### src/output_ctrl_cfg.svh
/*
  Constants of the output control and clock phase register group:
  register addresses, bit positions, reset values and timing figures.
  Assumes inclusion by bare name from every file that needs them.
*/
`ifndef OUTPUT_CTRL_CFG_SVH
`define OUTPUT_CTRL_CFG_SVH

// register addresses
`define ADDR_LOCK_STATUS 8'h2B
`define ADDR_LEGACY_PH0 8'h31
`define ADDR_LEGACY_PH1 8'h32
`define ADDR_TYPE_TX 8'h33
`define ADDR_GROUP_EN 8'h34
`define ADDR_FINE_PHASE 8'h35

// reset and fixed read values
`define LOCK_RESET 8'h00
`define LEGACY_READ 8'hFF
`define GROUP_EN_RESET 8'hFF
`define TYPE_FIELD_RESET 2'h0
`define TX_EN_RESET 1'h1
`define WAFER_EN_RESET 4'hF
`define FINE_SEL_RESET 3'h0
`define UNMAPPED_READ 8'h00

// fpga type field encodings
`define TYPE_X 2'h0
`define TYPE_Y_TX 2'h1
`define TYPE_Y_RX 2'h2

// bit positions
`define TYPE_TX_EN_BIT 2
`define TYPE_WAFER_LSB 4
`define GRP_SERIAL 0
`define GRP_PHASE 1
`define GRP_DATA_VALID_OUTPUTS 2
`define GRP_SECLK 3
`define GRP_DUMPEN 4
`define GRP_TSTAMP 5
`define GRP_TICKS 6
`define GRP_LEVEL 7
`define FINE_ADV_BIT 3

// timing
`define CLK_PERIOD_NS 50
`define FRAME_NORMAL_US 10000
`define FRAME_TEST_US 10
`define TICK_CNT_W 18
// one fine phase step of the clock synthesiser, in picoseconds
`define PHASE_STEP_PS 125

`endif

### src/output_ctrl_pkg.sv
/*
  Types shared by the output control register group and its helpers.
  Assumes output_ctrl_cfg.svh for the counter width.
*/
`include "output_ctrl_cfg.svh"
package output_ctrl_pkg;
  // correlator-side outputs from the data path
  typedef struct packed {
    logic [31:0] serial;
    logic [31:0] phase;
    logic [7:0] data_valid_outputs;
    logic [7:0] seClk;
    logic [7:0] dumpEn;
    logic timestamp;
    logic dumpSync;
  } corrIn_t;
  // the same groups as driven to the pins
  typedef struct packed {
    logic [31:0] serial;
    logic [31:0] phase;
    logic [7:0] data_valid_outputs;
    logic [7:0] seClk;
    logic [7:0] dumpEn;
    logic timestamp;
    logic dumpSync;
    logic frameTick_n;
  } corrOut_t;
  typedef enum logic [1:0] {
    STEP_IDLE = 2'b00,
    STEP_GO = 2'b01,
    STEP_WAIT = 2'b11
  } stepState_t;
  typedef struct packed {
    stepState_t state;
    logic [2:0] sel;
    logic adv;
    logic pendValid;
    logic [2:0] pendSel;
    logic pendAdv;
    logic done;
  } stepReg_t;
  typedef struct packed {
    logic [`TICK_CNT_W-1:0] count;
    logic tick;
  } tickReg_t;
  typedef struct packed {
    logic [7:0] lockStatus;
    logic [1:0] fpgaType;
    logic global_transmit_enable;
    logic [3:0] waferEn;
    logic [7:0] groupEn;
    logic [2:0] fcSel;
    logic fcAdv;
    logic doneFlag;
    logic [7:0] rdData;
    logic [3:0] waferTxOn;
    corrOut_t out;
  } regState_t;
endpackage

### src/phase_step_engine.sv
/*
  Fine clock phase stepper: one step request per register write, one
  pending request held while a step is in flight.
  Assumes the synthesiser answers each go pulse with one done pulse.
*/
`timescale 1ns/1ps
`include "output_ctrl_cfg.svh"
module phase_step_engine (
  input wire logic ref_clk,
  input wire logic reset_n,
  input wire logic clkEn,
  input wire logic req,
  input wire logic [2:0] reqSel,
  input wire logic reqAdv,
  input wire logic pllStepDone,
  output logic phaseStepGo,
  output logic [2:0] phaseStepSel,
  output logic phaseStepAdvance,
  output logic stepDone
);
  output_ctrl_pkg::stepReg_t s;
  output_ctrl_pkg::stepReg_t next_s;
  logic reqTaken;

  // step sequencing
  always_comb begin
    next_s = s;
    next_s.done = 1'b0;
    reqTaken = 1'b0;
    case (s.state)
      output_ctrl_pkg::STEP_IDLE: begin
        if (req) begin
          next_s.sel = reqSel;
          next_s.adv = reqAdv;
          next_s.state = output_ctrl_pkg::STEP_GO;
          reqTaken = 1'b1;
        end
      end
      output_ctrl_pkg::STEP_GO: next_s.state = output_ctrl_pkg::STEP_WAIT;
      output_ctrl_pkg::STEP_WAIT: begin
        if (pllStepDone) begin
          next_s.done = 1'b1;
          if (s.pendValid) begin
            next_s.sel = s.pendSel;
            next_s.adv = s.pendAdv;
            next_s.pendValid = 1'b0;
            next_s.state = output_ctrl_pkg::STEP_GO;
          end else if (req) begin
            // a write landing on completion starts at once, never lost
            next_s.sel = reqSel;
            next_s.adv = reqAdv;
            next_s.state = output_ctrl_pkg::STEP_GO;
            reqTaken = 1'b1;
          end else begin
            next_s.state = output_ctrl_pkg::STEP_IDLE;
          end
        end
      end
      default: next_s.state = output_ctrl_pkg::STEP_IDLE;
    endcase
    // a write during a step waits its turn
    if (req && !reqTaken) begin
      next_s.pendValid = 1'b1;
      next_s.pendSel = reqSel;
      next_s.pendAdv = reqAdv;
    end
  end

  // state register
  always_ff @(posedge ref_clk) begin
    if (!reset_n) begin
      s <= '0;
    end else if (clkEn) begin
      s <= next_s;
    end
  end

  assign phaseStepGo = (s.state == output_ctrl_pkg::STEP_GO);
  assign phaseStepSel = s.sel;
  assign phaseStepAdvance = s.adv;
  assign stepDone = s.done;
endmodule

### src/frame_tick_gen.sv
/*
  Frame tick timer: one-cycle tick every frame period, short period
  while test vectors are generated.
  Assumes the mode input is synchronous to ref_clk.
*/
`timescale 1ns/1ps
`include "output_ctrl_cfg.svh"
module frame_tick_gen #(
  parameter int NORMAL_CYCLES = 200000,
  parameter int TEST_CYCLES = 200
) (
  input wire logic ref_clk,
  input wire logic reset_n,
  input wire logic clkEn,
  input wire logic testVectorMode,
  output logic tick
);
  output_ctrl_pkg::tickReg_t t;
  output_ctrl_pkg::tickReg_t next_t;
  logic [`TICK_CNT_W-1:0] lastCount;

  // wrap count chosen by mode
  always_comb begin
    lastCount = testVectorMode ? `TICK_CNT_W'(TEST_CYCLES - 1)
                               : `TICK_CNT_W'(NORMAL_CYCLES - 1);
    next_t = t;
    next_t.tick = 1'b0;
    if (t.count >= lastCount) begin
      next_t.count = '0;
      next_t.tick = 1'b1;
    end else begin
      next_t.count = t.count + `TICK_CNT_W'(1);
    end
  end

  // state register
  always_ff @(posedge ref_clk) begin
    if (!reset_n) begin
      t <= '0;
    end else if (clkEn) begin
      t <= next_t;
    end
  end

  assign tick = t.tick;
endmodule

### src/output_ctrl_clock_phase_regs.sv
/*
  Output control and clock phase register group: receiver lock status,
  obsolete coarse phase registers, fpga type and transmit enables,
  output group forcing, fine clock phase stepping and frame ticks.
  Assumes a synchronous byte-wide register port and synchronous status
  inputs; the phase synthesiser answers each step with a done pulse.
*/
`timescale 1ns/1ps
`include "output_ctrl_cfg.svh"
// Summary of operation
// - lock status bit per input, resets zero
// - all inputs locked reads all ones
// - legacy phase registers always read all ones
// - type field: X, Y transmit, Y receive
// - global transmit enable, Y transmit only, reset one
// - wafer on needs wafer and global enable
// - group enable resets all ones, several forceable
// - bits 0-6 each gate one output group
// - bit 7 picks forced level
// - one step is 125 picoseconds
// - bits 2-0 select one of eight clocks
// - bit 3: zero retards, one advances
// - done flag after step, cleared on read
// - bits 5,6 report lower, upper PLL lock
// - phase register resets zero, bit 7 unused
// - test mode frame tick 10 us, else 10 ms
module output_ctrl_clock_phase_regs #(
  parameter int NORMAL_TICK_CYCLES =
    `FRAME_NORMAL_US * 1000 / `CLK_PERIOD_NS,
  parameter int TEST_TICK_CYCLES = `FRAME_TEST_US * 1000 / `CLK_PERIOD_NS
) (
  input wire logic ref_clk,
  input wire logic reset_n,
  input wire logic clkEn,
  input wire logic [7:0] regAddr,
  input wire logic [7:0] regWrData,
  input wire logic regWr,
  input wire logic regRd,
  output logic [7:0] regRdData,
  input wire logic [7:0] dataLock,
  input wire logic pllLockLower,
  input wire logic pllLockUpper,
  input wire logic testVectorMode,
  input wire output_ctrl_pkg::corrIn_t corrIn,
  output output_ctrl_pkg::corrOut_t corrOut,
  output logic [3:0] waferTxOn,
  output logic [1:0] fpgaType,
  input wire logic pllStepDone,
  output logic phaseStepGo,
  output logic [2:0] phaseStepSel,
  output logic phaseStepAdvance
);
  output_ctrl_pkg::regState_t st;
  output_ctrl_pkg::regState_t next_st;
  logic phaseWrite;
  logic phaseRead;
  logic stepDone;
  logic frameTick;
  logic lvl;

  // true when a strobe targets the given register
  function automatic logic hit(input logic strobe, input logic [7:0] addr,
                               input logic [7:0] target);
    hit = strobe && (addr == target);
  endfunction

  // read data for one address
  function automatic logic [7:0] readMux(
    input logic [7:0] addr,
    input output_ctrl_pkg::regState_t s,
    input logic pllU,
    input logic pllL
  );
    case (addr)
      `ADDR_LOCK_STATUS: readMux = s.lockStatus;
      `ADDR_LEGACY_PH0: readMux = `LEGACY_READ;
      `ADDR_LEGACY_PH1: readMux = `LEGACY_READ;
      `ADDR_TYPE_TX: readMux = {s.waferEn, 1'b0, s.global_transmit_enable, s.fpgaType};
      `ADDR_GROUP_EN: readMux = s.groupEn;
      // unused top bit reads zero
      `ADDR_FINE_PHASE: readMux = {1'b0, pllU, pllL, s.doneFlag, s.fcAdv, s.fcSel};
      default: readMux = `UNMAPPED_READ;
    endcase
  endfunction

  assign phaseWrite = hit(regWr, regAddr, `ADDR_FINE_PHASE);
  assign phaseRead = hit(regRd, regAddr, `ADDR_FINE_PHASE);
  assign lvl = st.groupEn[`GRP_LEVEL];

  // one step per write on the selected clock
  phase_step_engine stepper (
    .ref_clk(ref_clk),
    .reset_n(reset_n),
    .clkEn(clkEn),
    .req(phaseWrite),
    .reqSel(regWrData[2:0]),
    .reqAdv(regWrData[`FINE_ADV_BIT]),
    .pllStepDone(pllStepDone),
    .phaseStepGo(phaseStepGo),
    .phaseStepSel(phaseStepSel),
    .phaseStepAdvance(phaseStepAdvance),
    .stepDone(stepDone)
  );

  // frame tick period follows test vector mode
  frame_tick_gen #(
    .NORMAL_CYCLES(NORMAL_TICK_CYCLES),
    .TEST_CYCLES(TEST_TICK_CYCLES)
  ) ticker (
    .ref_clk(ref_clk),
    .reset_n(reset_n),
    .clkEn(clkEn),
    .testVectorMode(testVectorMode),
    .tick(frameTick)
  );

  // register writes, status capture and read path
  always_comb begin
    next_st = st;
    // live lock status
    next_st.lockStatus = dataLock;
    if (hit(regWr, regAddr, `ADDR_TYPE_TX)) begin
      next_st.fpgaType = regWrData[1:0];
      next_st.global_transmit_enable = regWrData[`TYPE_TX_EN_BIT];
      next_st.waferEn = regWrData[`TYPE_WAFER_LSB +: 4];
    end
    if (hit(regWr, regAddr, `ADDR_GROUP_EN)) begin
      next_st.groupEn = regWrData;
    end
    if (phaseWrite) begin
      next_st.fcSel = regWrData[2:0];
      next_st.fcAdv = regWrData[`FINE_ADV_BIT];
    end
    // read and new write clear done; completion wins
    if (phaseRead || phaseWrite) begin
      next_st.doneFlag = 1'b0;
    end
    if (stepDone) begin
      next_st.doneFlag = 1'b1;
    end
    if (regRd) begin
      next_st.rdData = readMux(regAddr, st, pllLockUpper, pllLockLower);
    end else begin
      next_st.rdData = `UNMAPPED_READ;
    end
    // transmit only on Y transmit type
    if (st.fpgaType == `TYPE_Y_TX && st.global_transmit_enable) begin
      next_st.waferTxOn = st.waferEn;
    end else begin
      next_st.waferTxOn = 4'h0;
    end
    // group gating to a fixed level
    next_st.out.serial = st.groupEn[`GRP_SERIAL] ? corrIn.serial : {32{lvl}};
    next_st.out.phase = st.groupEn[`GRP_PHASE] ? corrIn.phase : {32{lvl}};
    next_st.out.data_valid_outputs = st.groupEn[`GRP_DATA_VALID_OUTPUTS] ? corrIn.data_valid_outputs : {8{lvl}};
    next_st.out.seClk = st.groupEn[`GRP_SECLK] ? corrIn.seClk : {8{lvl}};
    next_st.out.dumpEn = st.groupEn[`GRP_DUMPEN] ? corrIn.dumpEn : {8{lvl}};
    next_st.out.timestamp = st.groupEn[`GRP_TSTAMP] ? corrIn.timestamp : lvl;
    next_st.out.dumpSync = st.groupEn[`GRP_TICKS] ? corrIn.dumpSync : lvl;
    next_st.out.frameTick_n = st.groupEn[`GRP_TICKS] ? ~frameTick : lvl;
  end

  // state register, frozen while clkEn is low
  always_ff @(posedge ref_clk) begin
    if (!reset_n) begin
      st <= '0;
      st.lockStatus <= `LOCK_RESET;
      st.fpgaType <= `TYPE_FIELD_RESET;
      st.global_transmit_enable <= `TX_EN_RESET;
      st.waferEn <= `WAFER_EN_RESET;
      st.groupEn <= `GROUP_EN_RESET;
      st.fcSel <= `FINE_SEL_RESET;
      st.out.frameTick_n <= 1'b1;
    end else if (clkEn) begin
      st <= next_st;
    end
  end

  // outputs straight from flip-flops
  assign regRdData = st.rdData;
  assign corrOut = st.out;
  assign waferTxOn = st.waferTxOn;
  assign fpgaType = st.fpgaType;
endmodule

### config.mk
export PLATFORM = sky130hd
export DESIGN_NAME = output_ctrl_clock_phase_regs
export DESIGN_NICKNAME = d
export VERILOG_FILES = /design/src/output_ctrl_pkg.sv /design/src/phase_step_engine.sv /design/src/frame_tick_gen.sv /design/src/output_ctrl_clock_phase_regs.sv
export VERILOG_INCLUDE_DIRS = /design/src
export SDC_FILE = /design/constraint.sdc
export NUM_CORES = 1
export LEC_CHECK = 0
export BUFFER_PORTS_ARGS = -buffer_cell sky130_fd_sc_hd__buf_2
export CAP_MARGIN = 10
export CORE_MARGIN = 2
export CORE_UTILIZATION = 44
export CTS_CLUSTER_SIZE = 14
export DETAILED_ROUTE_END_ITERATION = 8
export PLACE_DENSITY = 0.7
export SLEW_MARGIN = 0
export SYNTH_ARGS = -nofsm -noshare
export SYNTH_HDL_FRONTEND = slang
export SYNTH_SLANG_ARGS = --single-unit
### constraint.sdc
create_clock -name ref_clk -period 2.2 [get_ports ref_clk]
set_clock_uncertainty 0.1 [all_clocks]
set_input_delay 0.22 -clock ref_clk [delete_from_list [all_inputs] [get_ports ref_clk]]
set_output_delay 0.22 -clock ref_clk [all_outputs]
set_load 0.01 [all_outputs]
Word level (Yosys, flattened, before mapping)
Index checks and enable logic that the tools add are counted.
Storage, ports and cells
  bits of input ports: 123
  register bits after elaboration: 162
Operators by class
  magnitude comparators: 1
  bitwise gates (word level): 1
  add/subtract/negate cells: 1
  reductions and logical operators: 22
  eq/ne operators: 12
  mux-type cells: 31
Operators with widths (count)
  $mux W32: 2
  $eq A8 B6 Y1 const B: 6
  $pmux W8 S5: 1
  $mux W18: 2
  $mux W8: 4
  $add A18 B1 Y18 const B: 1
  $ge A18 B18 Y1: 1
  $mux W1: 13
  $mux W5: 2
  $reduce_and A2 Y1: 5
  $mux W4: 2
  $pmux W4 S2: 1
  $reduce_bool A2 Y1: 4
  $mux W7: 1
  $logic_and A1 B1 Y1: 6
  $mux W6: 1
  $pmux W2 S3: 1
  $reduce_and A3 Y1: 2
  $reduce_and A5 Y1: 1
  $eq A2 B1 Y1 const B: 2
  $ne A2 B2 Y1 const B: 2
  $ne A3 B2 Y1 const B: 1
  $eq A2 B2 Y1 const B: 1
  $logic_not A2 Y1: 1
  5 further kinds: 5

Longest topological paths before layout
Gate-level depths: netlist of run 1.
  depth after elaboration: 10
  depth in mapped cells: 8

By module
Synthesis of run 1 repeated with hierarchy kept, for this count alone.
Unflattened totals
  cell total of the unflattened synthesis: 950
  area total of the unflattened synthesis: 8049.0 µm²
Modules (own cells, without submodules)
  output_ctrl_clock_phase_regs: cells an instance 749, times used 1, area an instance 6203.4 µm², seq. area each 2622.5 µm²
  frame_tick_gen: cells an instance 123, times used 1, area an instance 1123.6 µm², seq. area each 380.4 µm²
  phase_step_engine: cells an instance 78, times used 1, area an instance 721.9 µm², seq. area each 240.2 µm²

Least setup slack after synthesis of run 1
No wires, ideal clock.
  kind: register to register
  from: register ticker.t[8] (netlist bit)
  to: register ticker.t[16] (netlist bit)
  cell stages (with the launch flop): 8
  slack: 0.233 ns
  clock period less this slack: 1.967 ns
  data required time: 2.038 ns
  arrival: 1.805 ns
  cell sequence: dfxtp_1 -> ha_1 -> a21oi_1 -> nor2b_1 -> o41ai_2 -> a31oi_4 -> buf_6 -> nor2_2
Between the ends
  longest elaborated chain between the ends: 2
  elaborated cells on any way between the ends: 3
RTL lines
  from (decl): line frame_tick_gen.sv:18  | output_ctrl_pkg::tickReg_t t;
  from (signal assigned): line frame_tick_gen.sv:41  | t <= next_t;
  $add A18 B1 Y18 / $ge A18 B18 Y1 (equally long branches): line frame_tick_gen.sv:32, frame_tick_gen.sv:28
  $mux W18 (*): line frame_tick_gen.sv:28  | if (t.count >= lastCount) begin
Every way passes the cells marked *; elsewhere a longest branch is shown, timed or not.
A chain may end at the register's enable or synchronous reset.

Worst setup path after layout of run 1
  from: register ticker.t[5] (netlist bit)
  to: register ticker.t[2] (netlist bit)
Between the ends
  longest elaborated chain between the ends: 2
RTL lines (line)
  $ge A18 B18 Y1: frame_tick_gen.sv:28
  $mux W18: frame_tick_gen.sv:28
Every way passes these cells.

==> results.txt, run 1 <==
- Run status: completed
* Top-area cell type share of the netlist area: 41.0%
- For this design the top-level I/O count stands at 233.
* CTS tree: built
- Synth-to-layout area growth: 27.1%
* Kind of capture point of the worst setup path: flop
- Entering global routing, the biggest net connects 183 pins.
- For this run, the total global-route usage over all layers was measured as 21.8%.
- Number of nets in the layout: 1255
- Type of the worst min-delay path: input port to flop
* Number of antenna diodes: 0
* Buffers from clock root to sink, at most: 2
* Die span in x: 138 um
- Max-slew headroom at the worst pin: 39.8%
* Core area: 17800 um^2
- For this run, global-route usage on met3 was measured as 4.47%.
- Number of global-route vias before repair: 6819
- Number of instances in the placed design: 1230
- Number of max-capacitance violations reported: 0
- The number of setup buffers added after CTS is 0.
- The floorplan has 49 rows.
- Buffers placed on the I/O ports in this run total between 200 and 250.
- Leakage Power: 4.42 nW
- After clock tree synthesis, the clock-pin slew on the worst setup and hold paths is around 60 ps.
* Proportion of layout cells with a drive suffix above 1: 27.5%
* Starting density of the core: 44.4%
- In this run, the number of DRC markers left after iteration 0 of detailed routing was about 430.
* Share of async-settable or async-resettable flops after synthesis: 0%
* Power per unit of standard cell area: 699 nW/um^2
* Hpwl dp: 13100 um
* Number of enable-type register cells in the synthesized netlist: 0
* Number of max-slew violations in the final report: 0
- Ratio of final minimum period to clock period: 86.2%
- Part of the Yosys area used for sequential elements: 41.0%
- Maximum level of the CTS H-tree: 4
- Critical path class: flop to flop
- Crit path DAT: 2150 ps
- Highest achievable clock rate: 527 MHz
- Length of the first detailed-routing pass in iterations: 5
- Residual DRC count: 0
- Setup Total Neg Slack: 0 ps
* Cell count of the worst reg-to-reg path: 7
- For the pin with the worst max-slew slack, the measured transition is ~900 ps.
- Count of cells along the worst hold path: 2
- The number of antenna violations at the first check in global routing was 0.
- Top cells by area, synth: sky130_fd_sc_hd__dfxtp_1 41%, sky130_fd_sc_hd__a21oi_1 12%, sky130_fd_sc_hd__buf_4 10%, sky130_fd_sc_hd__o21ai_0 5.5%, sky130_fd_sc_hd__mux2i_1 3.2%
- Worst path required time: 2450 ps
- The floorplan step set the die height to 138 um.
* Largest voltage drop on the vdd net: 0.000557 V
- The detail route stage leaves a number of antenna-violating nets equal to 0.
- Final weighted congestion in routability-driven placement: 0.893
- Sum of overflow across all layers after global routing: 0
- Wire length of the first global-routing pass: between 30000 and 40000 um
- Clock latency of the later-clocked register in the worst-skew pair: 420 ps
- Routed wire per std cell: 15.3 um
- After synthesis the netlist holds a flip-flop and latch count of 162.
- Commonest non-fill, non-tap cell in the layout: sky130_fd_sc_hd__buf_2
* Commonest cells after routing, fill and taps aside: 230 x sky130_fd_sc_hd__buf_2, 189 x sky130_fd_sc_hd__a21oi_1, 162 x sky130_fd_sc_hd__dfxtp_1
- Setup repair after global routing missed its margin: no
- Setup violations remaining at the end of the flow were counted as 0.
* Num CTS Buffers: 17
* Number of library cell types mapped by synthesis: between 60 and 70
- The number of nets in the synthesized netlist is ~1100.
* Total length of routed wires: between 20000 and 25000 um
- Yosys printed 0 warnings.
- Worst setup SP type: flop
- Time the worst path needs with I/O delays and setup: ~1900 ps
- Mean cell area of the mapped netlist: about 8.5 um^2
* Number of vias after detailed routing: 7112
- Met2 Resource Use GR: between 30% and 40%
- Final count of hold timing violations: 0
* Post-Layout Cell Count: 1360
- Using the TritonRoute via totals, the vias-per-cell ratio works out to approximately 5.2.
- Synthesis produced 925 cells.
* Cell chosen for the clock root: sky130_fd_sc_hd__clkbuf_16
- Cell area after synthesis: 7900 um^2
- The die covers 19000 um^2.
- Placed inst area: around 8500 um^2
- Along the worst path, the maximum fanout reaches 5.
* Gr busiest metal: met2
- For this run, global-route usage on met1 was measured as between 20 and 30%.
- For this design, the sink count on the clock tree is 162.
- In the synthesized netlist the dominant register cell turns out to be sky130_fd_sc_hd__dfxtp_1.
- Leading area contributor after synthesis: sky130_fd_sc_hd__dfxtp_1
- After routing the design area is ~10000 um^2.
-- where the power goes --
part	leakage, nW	switching (W)	internal [W]
logic	2.81	0.000417	0.000423
clock network	0.281	0.00120	0.00185
registers	1.33	0.0000643	0.00307
total	4.42	0.00168	0.00534
-- layout make-up --
type / instances / area, um^2
fillers: 1583 / 7730
inverters: 11 / 41.3
multi-input cells: 573 / 3530
repair buffers: 353 / 2350
well taps: 229 / 287
clock buffers: 24 / 472
clock inverters: 8 / 126
flip-flops and latches: 162 / 3240
-- registers in the layout (all words and copies together), names as in the netlist --
signal	count
fpgaType	2
stepper.phaseStepAdvance	1
st	25
stepper.stepDone	1
stepper.phaseStepSel	3
corrOut	91
ticker.t	18
regRdData	8
stepper.s	7
waferTxOn	4
ticker.tick	1
lvl	1
-- worst max-delay path, cell delays in order (launching register included) --
cell and delay, ps:
sky130_fd_sc_hd__dfxtp_1 410, sky130_fd_sc_hd__ha_1 260, sky130_fd_sc_hd__o21ai_0 160, sky130_fd_sc_hd__a221oi_1 110, sky130_fd_sc_hd__o41ai_2 350, sky130_fd_sc_hd__buf_4 210, sky130_fd_sc_hd__nand4_1 90, sky130_fd_sc_hd__a21boi_1 150
-- through the flow --
stage	hold slack (ps)	power, W	setup slack [ps]	utilization, %
after detailed placement	348	0.00388	183	47.6
final	21.6	0.00702	303	56.5
after CTS	1.93	0.00708	300	56.5
after global placement	345	0.00387	229	47.6
after floorplan	244	0.00372	233	-
after global routing	18.6	0.00730	97.4	56.5
-- per-layer routing --
layer	wire length [um]	share of wire [%]	vias up
met2	9810	47	263
met4	586	2.8	0
li1	-	-	3523
met1	9140	44	3280
met3	1260	6.1	46
met5	0	0	-
-- synth_stat cells (all sizes together), types with 2 or more instances --
cell / number
a21oi: 189
dfxtp: 162
buf: 123
o21ai: 102
clkbuf: 56
nand2: 41
nor2b: 39
nor2: 30
mux2i: 25
nand3: 15
ha: 14
inv: 11
mux2: 10
a21boi: 9
nand4: 8
o22ai: 8
xnor2: 8
a22oi: 7
nand2b: 7
xor2: 7
a22o: 6
nor3: 6
and2: 4
and4: 3
nand4b: 3
nor3b: 3
nor4: 3
a31oi: 2
and3: 2
nand3b: 2
nor4b: 2
-- cells by family after synthesis --
family                   count (synthesis)  share of synthesized area [%]
flip-flops                             162                           41.0
XOR/XNOR                                15                           1.66
buffers and inverters                  190                           14.4
AND/OR/NAND/NOR                        173                           12.8
multiplexers                            35                           4.59
AO/OA/AOI/OAI                          336                           23.3
adder cells (fa/ha/maj)                 14                           2.22
-- timing repair --
item / 4_1_cts / 5_1_grt
hold buffers: 98 / 0
gates resized for setup: 0 / 0
hold endpoints to repair: 104 / 0
-- worst paths after layout --
kind                         endpoint  slack, ps                startpoint
max          ticker.t[2]$_SDFFE_PN0P_        300  ticker.t[5]$_SDFFE_PN0P_
min              st[118]$_SDFFE_PN1P_         20                   reset_n
max reg2reg  ticker.t[2]$_SDFFE_PN0P_        300  ticker.t[5]$_SDFFE_PN0P_
min reg2reg   corrOut[0]$_SDFFE_PN1P_        360   corrOut[0]$_SDFFE_PN1P_
Power figures use the tool's default switching activity.
==> inputs of run 2 (changes only) <==
Settings changed: CORE_MARGIN 2 to 3, CORE_UTILIZATION 44 to 40, PLACE_DENSITY 0.7 to unset.
==> results.txt, run 2 (same netlist as run 1, synthesis figures left out) <==
- The run finished with clean final reports.
- Starting density of the core: 41.4%
* I/O Pins: 233
- Power per unit of standard cell area: 673 nW/um^2
- Type of the worst min-delay path: input port to flop
- Number of instances in the placed design: 1265
- Cell chosen for the clock root: sky130_fd_sc_hd__clkbuf_16
* Total length of routed wires: 21800 um
- For this run, the detailed router's first-pass iteration total came to 4.
- Cell type of the slowest stage on the worst timing path: sky130_fd_sc_hd__dfxtp_1
- The routed design could run at a clock period as short as 1910 ps.
* Final-layout fill cell count: 1766
- Largest voltage drop on the vdd net: 0.000496 V
- Worst path required time: 2410 ps
- In the global route stage, overall resource usage came out at 19.7%.
* Die span in x: 147 um
* Synth-to-layout area growth: 26.9%
- The number of cells on the worst reg-to-reg path is 7.
* Setup repair after global routing missed its margin: no
- Num CTS Buffers: 17
- The first global-routing pass estimated 34900 um of wire.
- Number of vias after detailed routing: 7082
* Met2 Resource Use GR: 32.4%
- Critical path class: flop to flop
* Sum of overflow across all layers after global routing: 0
- Number of global-route vias before repair: just under 7000
* Start point of the worst hold path: corrIn[76]
- Summing all multi-input logic gate instances after layout gives 3530 um^2.
* Clock latency of the later-clocked register in the worst-skew pair: 420 ps
* Number of nets in the layout: 1256
- Across all register-to-register paths, the minimum setup slack is 290 ps.
- The tool flagged a number of max-cap violations equal to 0.
* Count of cells along the worst hold path: 3
* Buffering stage count on the worst path with inverters included: 1
- Reg area: 3240 um^2
- Reg-to-Reg Start: ticker.t[1]$_SDFFE_PN0P_
- Along the worst path, the maximum fanout reaches 7.
- Met1 usage in global routing: between 20% and 30%
* Number of antenna diodes: 0
* Number of antenna violations at the first check in global routing: 1
- Via density per instance: 5.09
- Hpwl dp: 14500 um
- Full die area: 21500 um^2
* Reg-to-Reg End: ticker.t[13]$_SDFFE_PN0P_
* Met3 capacity usage during global routing: under 10%
- Summed over all failing endpoints, the final setup total negative slack is 0 ps.
- Number of buffers inserted by port buffering: 232
* Worst path max stage delay: 390 ps
- Y dimension of the die: 147 um
* Top cell family by delay on the critical path: compound AO/OA/AOI/OAI gates
- Clk slew on worst S/H paths: 70 ps
- Residual DRC count: 0
* Core area: 19100 um^2
- Resized cells post-CTS: 0
- Highest achievable clock rate: 523 MHz
- Maximum level of the CTS H-tree: 4
- Ratio of final minimum period to clock period: around 87%
- The library cell used most frequently in the layout, excluding fill and tap cells, is sky130_fd_sc_hd__buf_2.
- For this block, the initial DRC count from the detailed router was 358.
- Max-slew headroom at the worst pin: 46.1%
- Maximum number of pins on one net before global-route repair: between 100 and 150
- Setup violations remaining at the end of the flow were counted as 0.
* Worst-case hold path end point: corrOut[77]$_SDFFE_PN0P_
- The analysis attributes to cell leakage a power of 4.40 nW.
- Leaving out fill and tap cells, the most frequent cells in the layout are 230 x sky130_fd_sc_hd__buf_2, 189 x sky130_fd_sc_hd__a21oi_1, 162 x sky130_fd_sc_hd__dfxtp_1.
* Post-Layout Cell Count: 1391
- ANT nets after route: 0
* Gr busiest metal: met2
- Critical path, cell by cell: ha_1 -> nand3_1 -> a221oi_1 -> o41ai_2 -> a31oi_4 -> buf_4 -> nor2_2
- Clock Sinks: 162
* CTS tree: built
- The total count of max-transition violations in the final report came to 0.
- Buffers from clock root to sink, at most: 2
- The number of hold-slack violations in the final timing report was 0.
* Crit path DAT: approximately 2100 ps
- Transition time of the tightest slew-check pin: around 800 ps
* Worst setup SP type: flop
* Routed wire per std cell: 15.7 um
- The register with the most flip-flops in the layout has 91 of them.
- Proportion of layout cells with a drive suffix above 1: 27.9%
* Kind of capture point of the worst setup path: flop
- At the end of routability-driven placement, the weighted congestion stood at just over 0.8.
- In this run the core area contains 50 standard-cell rows.
[run 2: stage by stage]
stage               hold WS (ps)  util [%]  cell area [um^2]  total power, W  worst slack (ps)
floorplan                    244         -              7900         0.00372               233
global placement             347      44.7              8530         0.00389               178
detailed placement           358      44.7              8530         0.00390               137
CTS                         2.29      52.5             10000         0.00682               295
global route                16.2      52.5             10000         0.00702               146
finish                      9.54      52.5             10000         0.00674               289
[run 2: worst max path at each step]
| stage | start | to | slack (ps) | depth (start not counted) |
|---|---|---|---|---|
| after CTS | ticker.t[8]$_SDFFE_PN0P_ | ticker.t[18]$_SDFFE_PN0P_ | 290 | 7 |
| after global placement | testVectorMode | ticker.t[17]$_SDFFE_PN0P_ | 180 | 9 |
| final | ticker.t[1]$_SDFFE_PN0P_ | ticker.t[13]$_SDFFE_PN0P_ | 290 | 7 |
| after detailed placement | testVectorMode | ticker.t[14]$_SDFFE_PN0P_ | 140 | 9 |
| after floorplan | ticker.t[8]$_SDFFE_PN0P_ | ticker.t[16]$_SDFFE_PN0P_ | 230 | 7 |
| after global routing | clkEn | st[114]$_SDFFE_PN1P_ | 150 | 7 |
[run 2: worst min-delay path: cells and delay by family]
family	cells	cell delay (ps)
compound gates	2	190
buf+inv	1	80
[run 2: timing repair]
action | 4_1_cts | 5_1_grt
hold endpoints to repair | 97 | 0
buffers inserted | 0 | 0
hold buffers | 95 | 0
[run 2: layout make-up]
class	count	area share, %
Multi-Input combinational cell	573	35.2
Inverter	11	0.412
Timing Repair Buffer	354	23.4
Tap cell	260	3.25
Clock buffer	22	4.53
Clock inverter	9	0.849
Sequential cell	162	32.4
[run 2: power by group]
group | leakage [nW] | switching (W) | internal, W
Combinational | 2.81 | 0.000422 | 0.000420
Clock | 0.256 | 0.00119 | 0.00158
Sequential | 1.33 | 0.0000627 | 0.00307
Total | 4.40 | 0.00168 | 0.00507
[run 2: metal layers]
| metal | part of all wire [%] | routed length, um |
|---|---|---|
| met4 | 2.5 | 538 |
| met3 | 6.3 | 1370 |
| met1 | 44 | 9610 |
| met2 | 47 | 10300 |
| met5 | 0 | 0 |
